[config.mk]
export PLATFORM = sky130hd
export DESIGN_NAME = vid_link_config_registers
export DESIGN_NICKNAME = d
export VERILOG_FILES = /design/src/rtl/vid_cfg_pkg.sv /design/src/rtl/vboot_vid_lut.sv /design/src/rtl/vid_link_config_registers.sv
export VERILOG_INCLUDE_DIRS = /design/src /design/src/rtl
export SDC_FILE = /design/constraint.sdc
export NUM_CORES = 1
export LEC_CHECK = 0
export ABC_AREA = 0
export ABC_CLOCK_PERIOD_IN_PS = 2250
export BUFFER_PORTS_ARGS = -buffer_cell sky130_fd_sc_hd__buf_2
export CAP_MARGIN = 25
export CORE_MARGIN = 5
export CORE_UTILIZATION = 44
export DETAILED_ROUTE_END_ITERATION = 16
export MAX_ROUTING_LAYER = met4
export PLACE_DENSITY = 0.74
export SYNTH_ARGS = -nofsm -noshare
export SYNTH_HDL_FRONTEND = slang
export SYNTH_SLANG_ARGS = --single-unit
[constraint.sdc]
create_clock -name core_clk -period 2.25 [get_ports core_clk]
set_input_delay 0.3375 -clock core_clk [delete_from_list [all_inputs] [get_ports core_clk]]
set_output_delay 0.3375 -clock core_clk [all_outputs]
set_load 0.01 [all_outputs]
[src/rtl/vid_cfg_consts.svh]
`ifndef VID_CFG_CONSTS_SVH
`define VID_CFG_CONSTS_SVH

// command codes of the two registers
`define CMD_TEMP_MAX_DEFAULT    8'hc1
`define CMD_PROTO_BOOT_BCAST    8'hc2

// link-side register indices
`define LINK_IDX_PROTOCOL       8'h05
`define LINK_IDX_BCAST_ACT      8'h0f
`define LINK_IDX_TEMP_MAX       8'h22
`define LINK_IDX_VBOOT          8'h26

// field positions
`define TEMP_FIELD_MSB          2
`define TEMP_FIELD_LSB          0
`define PROTO_FIELD_MSB         7
`define PROTO_FIELD_LSB         6
`define VBOOT_FIELD_MSB         5
`define VBOOT_FIELD_LSB         2
`define BCAST_FIELD_MSB         1
`define BCAST_FIELD_LSB         0

// reserved bits of the temperature register read back as this
`define TEMP_RSVD_VALUE         5'h00

// temperature decode: base and step in degrees C
`define TEMP_BASE_C             8'h5f
`define TEMP_STEP_C             8'h05

// link protocol codes
`define LINK_PROTO_10MV         8'h04
`define LINK_PROTO_5MV_A        8'h07
`define LINK_PROTO_5MV_B        8'h09

// setpoint resolutions in mV per lsb
`define STEP_10MV               4'ha
`define STEP_5MV                4'h5

// lowest boot code that needs the 10 mV protocols
`define VBOOT_HI_MIN            4'hd

// broadcast addresses
`define BCAST_ADDR_E            8'h0e
`define BCAST_ADDR_F            8'h0f

`endif

[src/rtl/vid_cfg_pkg.sv]
package vid_cfg_pkg;

  typedef logic [7:0] byte_t;

  typedef enum logic [1:0] {
    PROTO_STD_10MV,
    PROTO_STD_5MV,
    PROTO_ALT_5MV,
    PROTO_ALT_10MV
  } proto_sel_e;

  typedef enum {
    CFG_WAIT_NVM,
    CFG_READY
  } cfg_state_e;

endpackage

[src/rtl/vboot_vid_lut.sv]
`timescale 1ns/1ps

// boot code to link voltage-identification code
module vboot_vid_lut (
  // lookup
  input  wire logic [3:0] vboot_code,
  output logic      [7:0] vid_code
);

  always_comb begin
    case (vboot_code)
      4'h0:    vid_code = 8'h00;
      4'h1:    vid_code = 8'h65;
      4'h2:    vid_code = 8'h6f;
      4'h3:    vid_code = 8'h79;
      4'h4:    vid_code = 8'h83;
      4'h5:    vid_code = 8'h8d;
      4'h6:    vid_code = 8'h97;
      4'h7:    vid_code = 8'ha1;
      4'h8:    vid_code = 8'hab;
      4'h9:    vid_code = 8'haf;
      4'ha:    vid_code = 8'hc9;
      4'hb:    vid_code = 8'hdd;
      4'hc:    vid_code = 8'hfb;
      4'hd:    vid_code = 8'h6f;
      4'he:    vid_code = 8'h79;
      4'hf:    vid_code = 8'h83;
      default: vid_code = 8'h00;
    endcase
  end

endmodule

[src/rtl/vid_link_config_registers.sv]
`timescale 1ns/1ps
`include "vid_cfg_consts.svh"

module vid_link_config_registers (
  // clock and reset
  input  wire logic       core_clk,
  input  wire logic       rst_b,
  // command port from the serial engine
  input  wire logic       wr_req,
  input  wire logic       rd_req,
  input  wire logic [7:0] cmd_code,
  input  wire logic [7:0] wr_data,
  output logic            cmd_hit,
  output logic            wr_ack,
  output logic            wr_nack,
  output logic      [7:0] rd_data,
  // non-volatile store
  input  wire logic       nvm_load,
  input  wire logic [7:0] nvm_temp_max,
  input  wire logic [7:0] nvm_proto_cfg,
  // converter state
  input  wire logic       conv_enabled,
  input  wire logic [1:0] voltage_control_source,
  // link-side copies
  output logic            link_ready,
  output logic      [7:0] link_temp_max,
  output logic      [7:0] link_protocol_select,
  output logic      [7:0] link_vboot_vid,
  output logic      [7:0] broadcast_activation_reg,
  // decoded settings
  output logic      [7:0] temp_max_report_c,
  output logic      [3:0] output_voltage_setpoint_step_mv,
  output logic      [3:0] vboot_code,
  output logic            vboot_apply,
  output logic            answer_bcast_e,
  output logic            answer_bcast_f
);

  ////////////////////////////////////////////////////////////////////////////
  // state
  vid_cfg_pkg::cfg_state_e state_ff;
  vid_cfg_pkg::cfg_state_e nxt_state;
  logic [2:0] temp_ff;
  logic [1:0] proto_wr_ff;
  logic [3:0] vboot_ff;
  logic [1:0] bcast_wr_ff;
  logic [1:0] proto_eff_ff;
  logic [1:0] bcast_eff_ff;
  logic [7:0] link_temp_ff;
  logic [7:0] link_proto_ff;
  logic [7:0] link_vboot_ff;
  logic [7:0] link_bcast_ff;
  logic [7:0] rd_data_ff;

  ////////////////////////////////////////////////////////////////////////////
  // decode
  wire        hit_temp   = (cmd_code == `CMD_TEMP_MAX_DEFAULT);
  wire        hit_proto  = (cmd_code == `CMD_PROTO_BOOT_BCAST);
  wire        ready      = (state_ff == vid_cfg_pkg::CFG_READY);
  wire [1:0]  wr_proto   = wr_data[`PROTO_FIELD_MSB:`PROTO_FIELD_LSB];
  wire [3:0]  wr_vboot   = wr_data[`VBOOT_FIELD_MSB:`VBOOT_FIELD_LSB];
  wire        proto_10mv = (wr_proto == 2'h0) || (wr_proto == 2'h3);
  wire        boot_hi    = (wr_vboot >= `VBOOT_HI_MIN);
  wire        boot_fits  = (boot_hi == proto_10mv);
  wire        wr_temp_ok  = wr_req && ready && hit_temp;
  wire        wr_proto_ok = wr_req && ready && hit_proto && boot_fits;
  wire        hold_back  = conv_enabled;
  wire [7:0]  vid_of_boot;
  wire [7:0]  nvm_vid;
  wire [7:0]  eff_proto_code;
  wire [7:0]  eff_bcast_copy;
  wire [7:0]  rd_mux;

  assign cmd_hit = hit_temp || hit_proto;
  assign wr_ack  = wr_temp_ok || wr_proto_ok;
  assign wr_nack = wr_req && hit_proto && ready && !boot_fits;

  function automatic logic [7:0] proto_code(input logic [1:0] sel);
    case (sel)
      2'h0:    proto_code = `LINK_PROTO_10MV;
      2'h1:    proto_code = `LINK_PROTO_5MV_A;
      2'h2:    proto_code = `LINK_PROTO_5MV_B;
      default: proto_code = `LINK_PROTO_10MV;
    endcase
  endfunction

  assign eff_proto_code = proto_code(proto_eff_ff);
  assign eff_bcast_copy = {6'h00, bcast_eff_ff};

  vboot_vid_lut u_vid_live (
    .vboot_code (vboot_ff),
    .vid_code   (vid_of_boot)
  );

  vboot_vid_lut u_vid_nvm (
    .vboot_code (nvm_proto_cfg[`VBOOT_FIELD_MSB:`VBOOT_FIELD_LSB]),
    .vid_code   (nvm_vid)
  );

  // reserved temperature bits never come from a stored value
  assign rd_mux = hit_temp  ? {`TEMP_RSVD_VALUE, temp_ff} :
                  hit_proto ? {proto_wr_ff, vboot_ff, bcast_wr_ff} :
                  8'h00;

  ////////////////////////////////////////////////////////////////////////////
  // load sequence
  always_comb begin
    nxt_state = state_ff;
    case (state_ff)
      vid_cfg_pkg::CFG_WAIT_NVM: begin
        if (nvm_load) begin
          nxt_state = vid_cfg_pkg::CFG_READY;
        end
      end
      vid_cfg_pkg::CFG_READY: nxt_state = vid_cfg_pkg::CFG_READY;
      default: nxt_state = vid_cfg_pkg::CFG_WAIT_NVM;
    endcase
  end

  always_ff @(posedge core_clk or negedge rst_b) begin
    if (!rst_b) begin
      state_ff <= vid_cfg_pkg::CFG_WAIT_NVM;
    end else begin
      state_ff <= nxt_state;
    end
  end

  ////////////////////////////////////////////////////////////////////////////
  // host-visible fields
  always_ff @(posedge core_clk or negedge rst_b) begin
    if (!rst_b) begin
      temp_ff     <= 3'h0;
      proto_wr_ff <= 2'h0;
      vboot_ff    <= 4'h0;
      bcast_wr_ff <= 2'h0;
    end else if (!ready && nvm_load) begin
      temp_ff     <= nvm_temp_max[`TEMP_FIELD_MSB:`TEMP_FIELD_LSB];
      proto_wr_ff <= nvm_proto_cfg[`PROTO_FIELD_MSB:`PROTO_FIELD_LSB];
      vboot_ff    <= nvm_proto_cfg[`VBOOT_FIELD_MSB:`VBOOT_FIELD_LSB];
      bcast_wr_ff <= nvm_proto_cfg[`BCAST_FIELD_MSB:`BCAST_FIELD_LSB];
    end else begin
      if (wr_temp_ok) begin
        temp_ff <= wr_data[`TEMP_FIELD_MSB:`TEMP_FIELD_LSB];
      end
      if (wr_proto_ok) begin
        proto_wr_ff <= wr_proto;
        vboot_ff    <= wr_vboot;
        bcast_wr_ff <= wr_data[`BCAST_FIELD_MSB:`BCAST_FIELD_LSB];
      end
    end
  end

  ////////////////////////////////////////////////////////////////////////////
  // effective fields, held while converting
  always_ff @(posedge core_clk or negedge rst_b) begin
    if (!rst_b) begin
      proto_eff_ff <= 2'h0;
      bcast_eff_ff <= 2'h0;
    end else if (!ready && nvm_load) begin
      proto_eff_ff <= nvm_proto_cfg[`PROTO_FIELD_MSB:`PROTO_FIELD_LSB];
      bcast_eff_ff <= nvm_proto_cfg[`BCAST_FIELD_MSB:`BCAST_FIELD_LSB];
    end else if (!hold_back) begin
      proto_eff_ff <= proto_wr_ff;
      bcast_eff_ff <= bcast_wr_ff;
    end
  end

  ////////////////////////////////////////////////////////////////////////////
  // link-side copies
  always_ff @(posedge core_clk or negedge rst_b) begin
    if (!rst_b) begin
      link_temp_ff  <= 8'h00;
      link_proto_ff <= 8'h00;
      link_vboot_ff <= 8'h00;
      link_bcast_ff <= 8'h00;
    end else if (!ready && nvm_load) begin
      link_temp_ff  <= {5'h00, nvm_temp_max[2:0]};
      link_proto_ff <= proto_code(nvm_proto_cfg[7:6]);
      link_vboot_ff <= nvm_vid;
      link_bcast_ff <= {6'h00, nvm_proto_cfg[1:0]};
    end else begin
      if (wr_temp_ok) begin
        link_temp_ff <= {5'h00, wr_data[2:0]};
      end
      link_proto_ff <= eff_proto_code;
      link_vboot_ff <= vid_of_boot;
      link_bcast_ff <= eff_bcast_copy;
    end
  end

  always_ff @(posedge core_clk or negedge rst_b) begin
    if (!rst_b) begin
      rd_data_ff <= 8'h00;
    end else if (rd_req) begin
      rd_data_ff <= rd_mux;
    end
  end

  ////////////////////////////////////////////////////////////////////////////
  // outputs; the temperature drives only the report, the read-back rd_data and the link copy link_temp_max
  assign link_ready               = ready;
  assign link_temp_max            = link_temp_ff;
  assign link_protocol_select     = link_proto_ff;
  assign link_vboot_vid           = link_vboot_ff;
  assign broadcast_activation_reg = link_bcast_ff;
  assign rd_data                  = rd_data_ff;
  assign temp_max_report_c = 8'(`TEMP_BASE_C + 8'(temp_ff) * `TEMP_STEP_C);
  assign output_voltage_setpoint_step_mv =
    ((proto_eff_ff == 2'h0) || (proto_eff_ff == 2'h3)) ?
    `STEP_10MV : `STEP_5MV;
  assign vboot_code     = vboot_ff;
  assign vboot_apply    = (voltage_control_source == 2'h0) ||
                          (voltage_control_source == 2'h1);
  assign answer_bcast_e = bcast_eff_ff[1];
  assign answer_bcast_f = bcast_eff_ff[0];
endmodule

==> results.py <==
metrics = {
    "finish": {
        "multiInputGateArea_um2": 1510,
        "syn2layout_area_growth_pct": 27.04,
        "fillCellCount": 544,
        "fin_cells": 441,
        "regArea_um2": 952.2,
        "nNetsFinal": 430,
        "diodes": 0,
        "layout_commonest_cell": "buf_2",
        "layout-drive-gt1-share_pct": 34.70,
        "final_cell_mix": "buf_2, dfrtp_1, a21oi_1",
    },
    "placed_design": {
        "dp.cells": 427,
        "post-dp-hpwl_um": 4707,
        "globalplace.congestion": 0.8084,
        "port_buffers": 81,
    },
    "floorplan": {
        "rows": 28,
        "dieArea_um2": 7511,
        "die-height_um": 86.67,
        "ios": 103,
        "die_w_um": 86.67,
        "start_util_pct": 44.47,
        "core_area_um2": 5816,
    },
    "pwr": {
        "power_density_nw_per_um2": 755.2,
        "peakVddDrop_v": 0.0002951,
        "power_switching_share_pct": 33.00,
        "p_sw_mw": 0.8188,
        "internal_power_mw": 1.663,
        "leakage_nw": 1.603,
        "pwr-share-seq_pct": 35.0,
        "pwr-share-clk_pct": 27.8,
        "power_frac_comb_pct": 37.2,
    },
    "worst_hold_path": {
        "hp-class": "primary input to async pin",
    },
    "cts": {
        "cts_max_level": 2,
        "clock_latency_ns": 0.29,
        "ctsRootBufferMaster": "clkbuf_8",
        "hold_buffers": 0,
        "clkSinkCount": 38,
        "cts_buffer_depth": 2,
        "numCtsBuffers": 5,
        "cts_tree": "built",
        "path_clk_slew_ns": 0.08,
    },
    "synth": {
        "synthArstFlopShare_pct": 100.0,
        "ys_seq_elements": 38,
        "ys_seq_area_share_pct": 36.77,
        "yosysWarnings": 0,
        "synth_edf_count": 0,
        "netlist_area_um2": 2586,
        "synth_area_per_cell_um2": 9.171,
        "synth_flop_cell": "dfrtp_1",
        "synth_cells": 282,
        "synth_cell_types": 43,
    },
    "timing": {
        "fin_worst_skew_ns": 0.007242,
        "fin_hold_ws_ns": 0.1330,
        "worst_pin_slew_ns": 0.8124,
        "timing.final.hold_violations": 0,
        "setup_tns_ns": 0,
        "setup_viol": 0,
        "fmax_ghz": 0.4470,
        "finalCriticalPeriod_ns": 2.237,
        "rsz0062_at_grt": "true",
        "relSlewSlack_pct": 45.84,
        "timing.final.crit_share_pct": 99.43,
        "slew_viol_final": 0,
    },
    "route": {
        "drt-initial-drc-count": 158,
        "firstDrtPassIters": 4,
        "drt-vias-per-instance": 5.152,
        "postRouteWirelength_um": 6327,
        "route.detailed.drc": 0,
        "postRouteAntennaNets": 0,
        "vias": 2272,
        "wl_per_cell_um": 14.35,
    },
    "run": {
        "maxCapViolations": 0,
    },
    "setup_path": {
        "critPathRequiredTime_ns": 1.91,
        "crit_fanout": 4,
        "worstSetupPathType": "register to output port",
        "startpoint_type": "register",
        "endpoint_kind": "output port",
        "cp.arrival_ns": 1.90,
    },
    "run_status": {
        "status": "complete, no violations",
    },
    "global_routing": {
        "antenna_found_initial": 0,
        "grt_usage_pct": 18.04,
        "grt_max_degree": 39,
        "grt_pass1_wl_um": 10470,
        "grt_pass1_vias": 2124,
        "grt-ovfl-total": 0,
    },
}
==> power groups by stage <==
| stage | logic (mW) | registers (mW) | clock network (mW) |
|---|---|---|---|
| after detailed placement | 0.789 | 0.880 | 0 |
| after CTS | 0.880 | 0.867 | 0.697 |
| final | 0.922 | 0.869 | 0.690 |
| after floorplan | 0.486 | 0.895 | 0 |
| after global placement | 0.765 | 0.879 | 0 |
| after global routing | 1.02 | 0.885 | 0.742 |
==> layer usage <==
layer  global-route usage (%)  routed length, µm  up-vias
li1                         -                  -     1113
met1                    24.14               2709     1056
met2                    27.54               3095       87
met3                    2.947                360       16
met4                    6.799                161        0
met5                        -                  0        -
==> timing repair <==
item                                    4_1_cts  5_1_grt
gates resized for setup                      12        4
setup buffers                                 4        2
endpoints found under the setup margin        5        3
pin swaps                                     4        3
==> final timing paths <==
kind                                          endpoint  slack (ns)             start  cells after the start
max                               temp_max_report_c[7]        0.01        temp_ff[0]                      7
min                                  link_vboot_vid[7]        0.13             rst_b                      1
max reg2reg                          link_vboot_vid[1]        0.62     vboot_code[0]                      6
min reg2reg                                 rd_data[2]        0.52        rd_data[2]                      2
max in group asynchronous                   temp_ff[0]        1.55             rst_b                      1
min in group core_clk      broadcast_activation_reg[1]        0.25  nvm_proto_cfg[1]                      3
==> metrics by stage <==
step	power, mW	area (µm²)	setup slack [ns]	util, %
after floorplan	1.381	2639	0.03604	-
after global placement	1.643	3004	0.09608	51.66
after detailed placement	1.670	3004	0.05328	51.66
after CTS	2.444	3252	0.004613	55.92
after global routing	2.646	3286	-0.08829	56.50
final	2.481	3286	0.01280	56.50
==> cell type report <==
cell class | instances | area share (%)
Multi-Input combinational cell | 204 | 45.96
Sequential cell | 38 | 28.98
Timing Repair Buffer | 95 | 15.54
Tap cell | 75 | 2.856
Inverter | 21 | 2.475
Clock buffer | 5 | 2.094
Clock inverter | 3 | 2.094
==> Yosys cell counts (all sizes together) (4+ instances only) <==
cell type  instances  area, µm²
nor2              17      63.81
nand3              7      35.03
nand2             21      78.83
o21ai             23      115.1
clkbuf            12      45.04
o211ai             7      52.55
inv               21      78.83
xor2               5      43.79
dfrtp             38      950.9
mux2i             11      110.1
a21oi             23      115.1
buf               21      151.4
nor2b              4      25.02
a22oi              5      37.54
a31oi              9      62.56
ha                25      312.8
nand2b             4      25.02
==> cell families after synthesis <==
logic type	synth area share, %
xor gates and xnor gates	2.709
muxes	6.434
buffers and inverters	10.64
DFF	36.77
other	0.1450
adders and majority gates	12.09
AOI/OAI and AO/OA	18.09
and+or+nand+nor	13.11
==> critical path, stage by stage (launching register included) <==
cell     delay [ns]
dfrtp_2        0.46
ha_4           0.29
ha_4           0.21
a21oi_4        0.14
o221a_4        0.21
nor2_2         0.04
a21o_1         0.14
buf_2          0.13
Note: power is estimated with default switching activity, not from simulation.
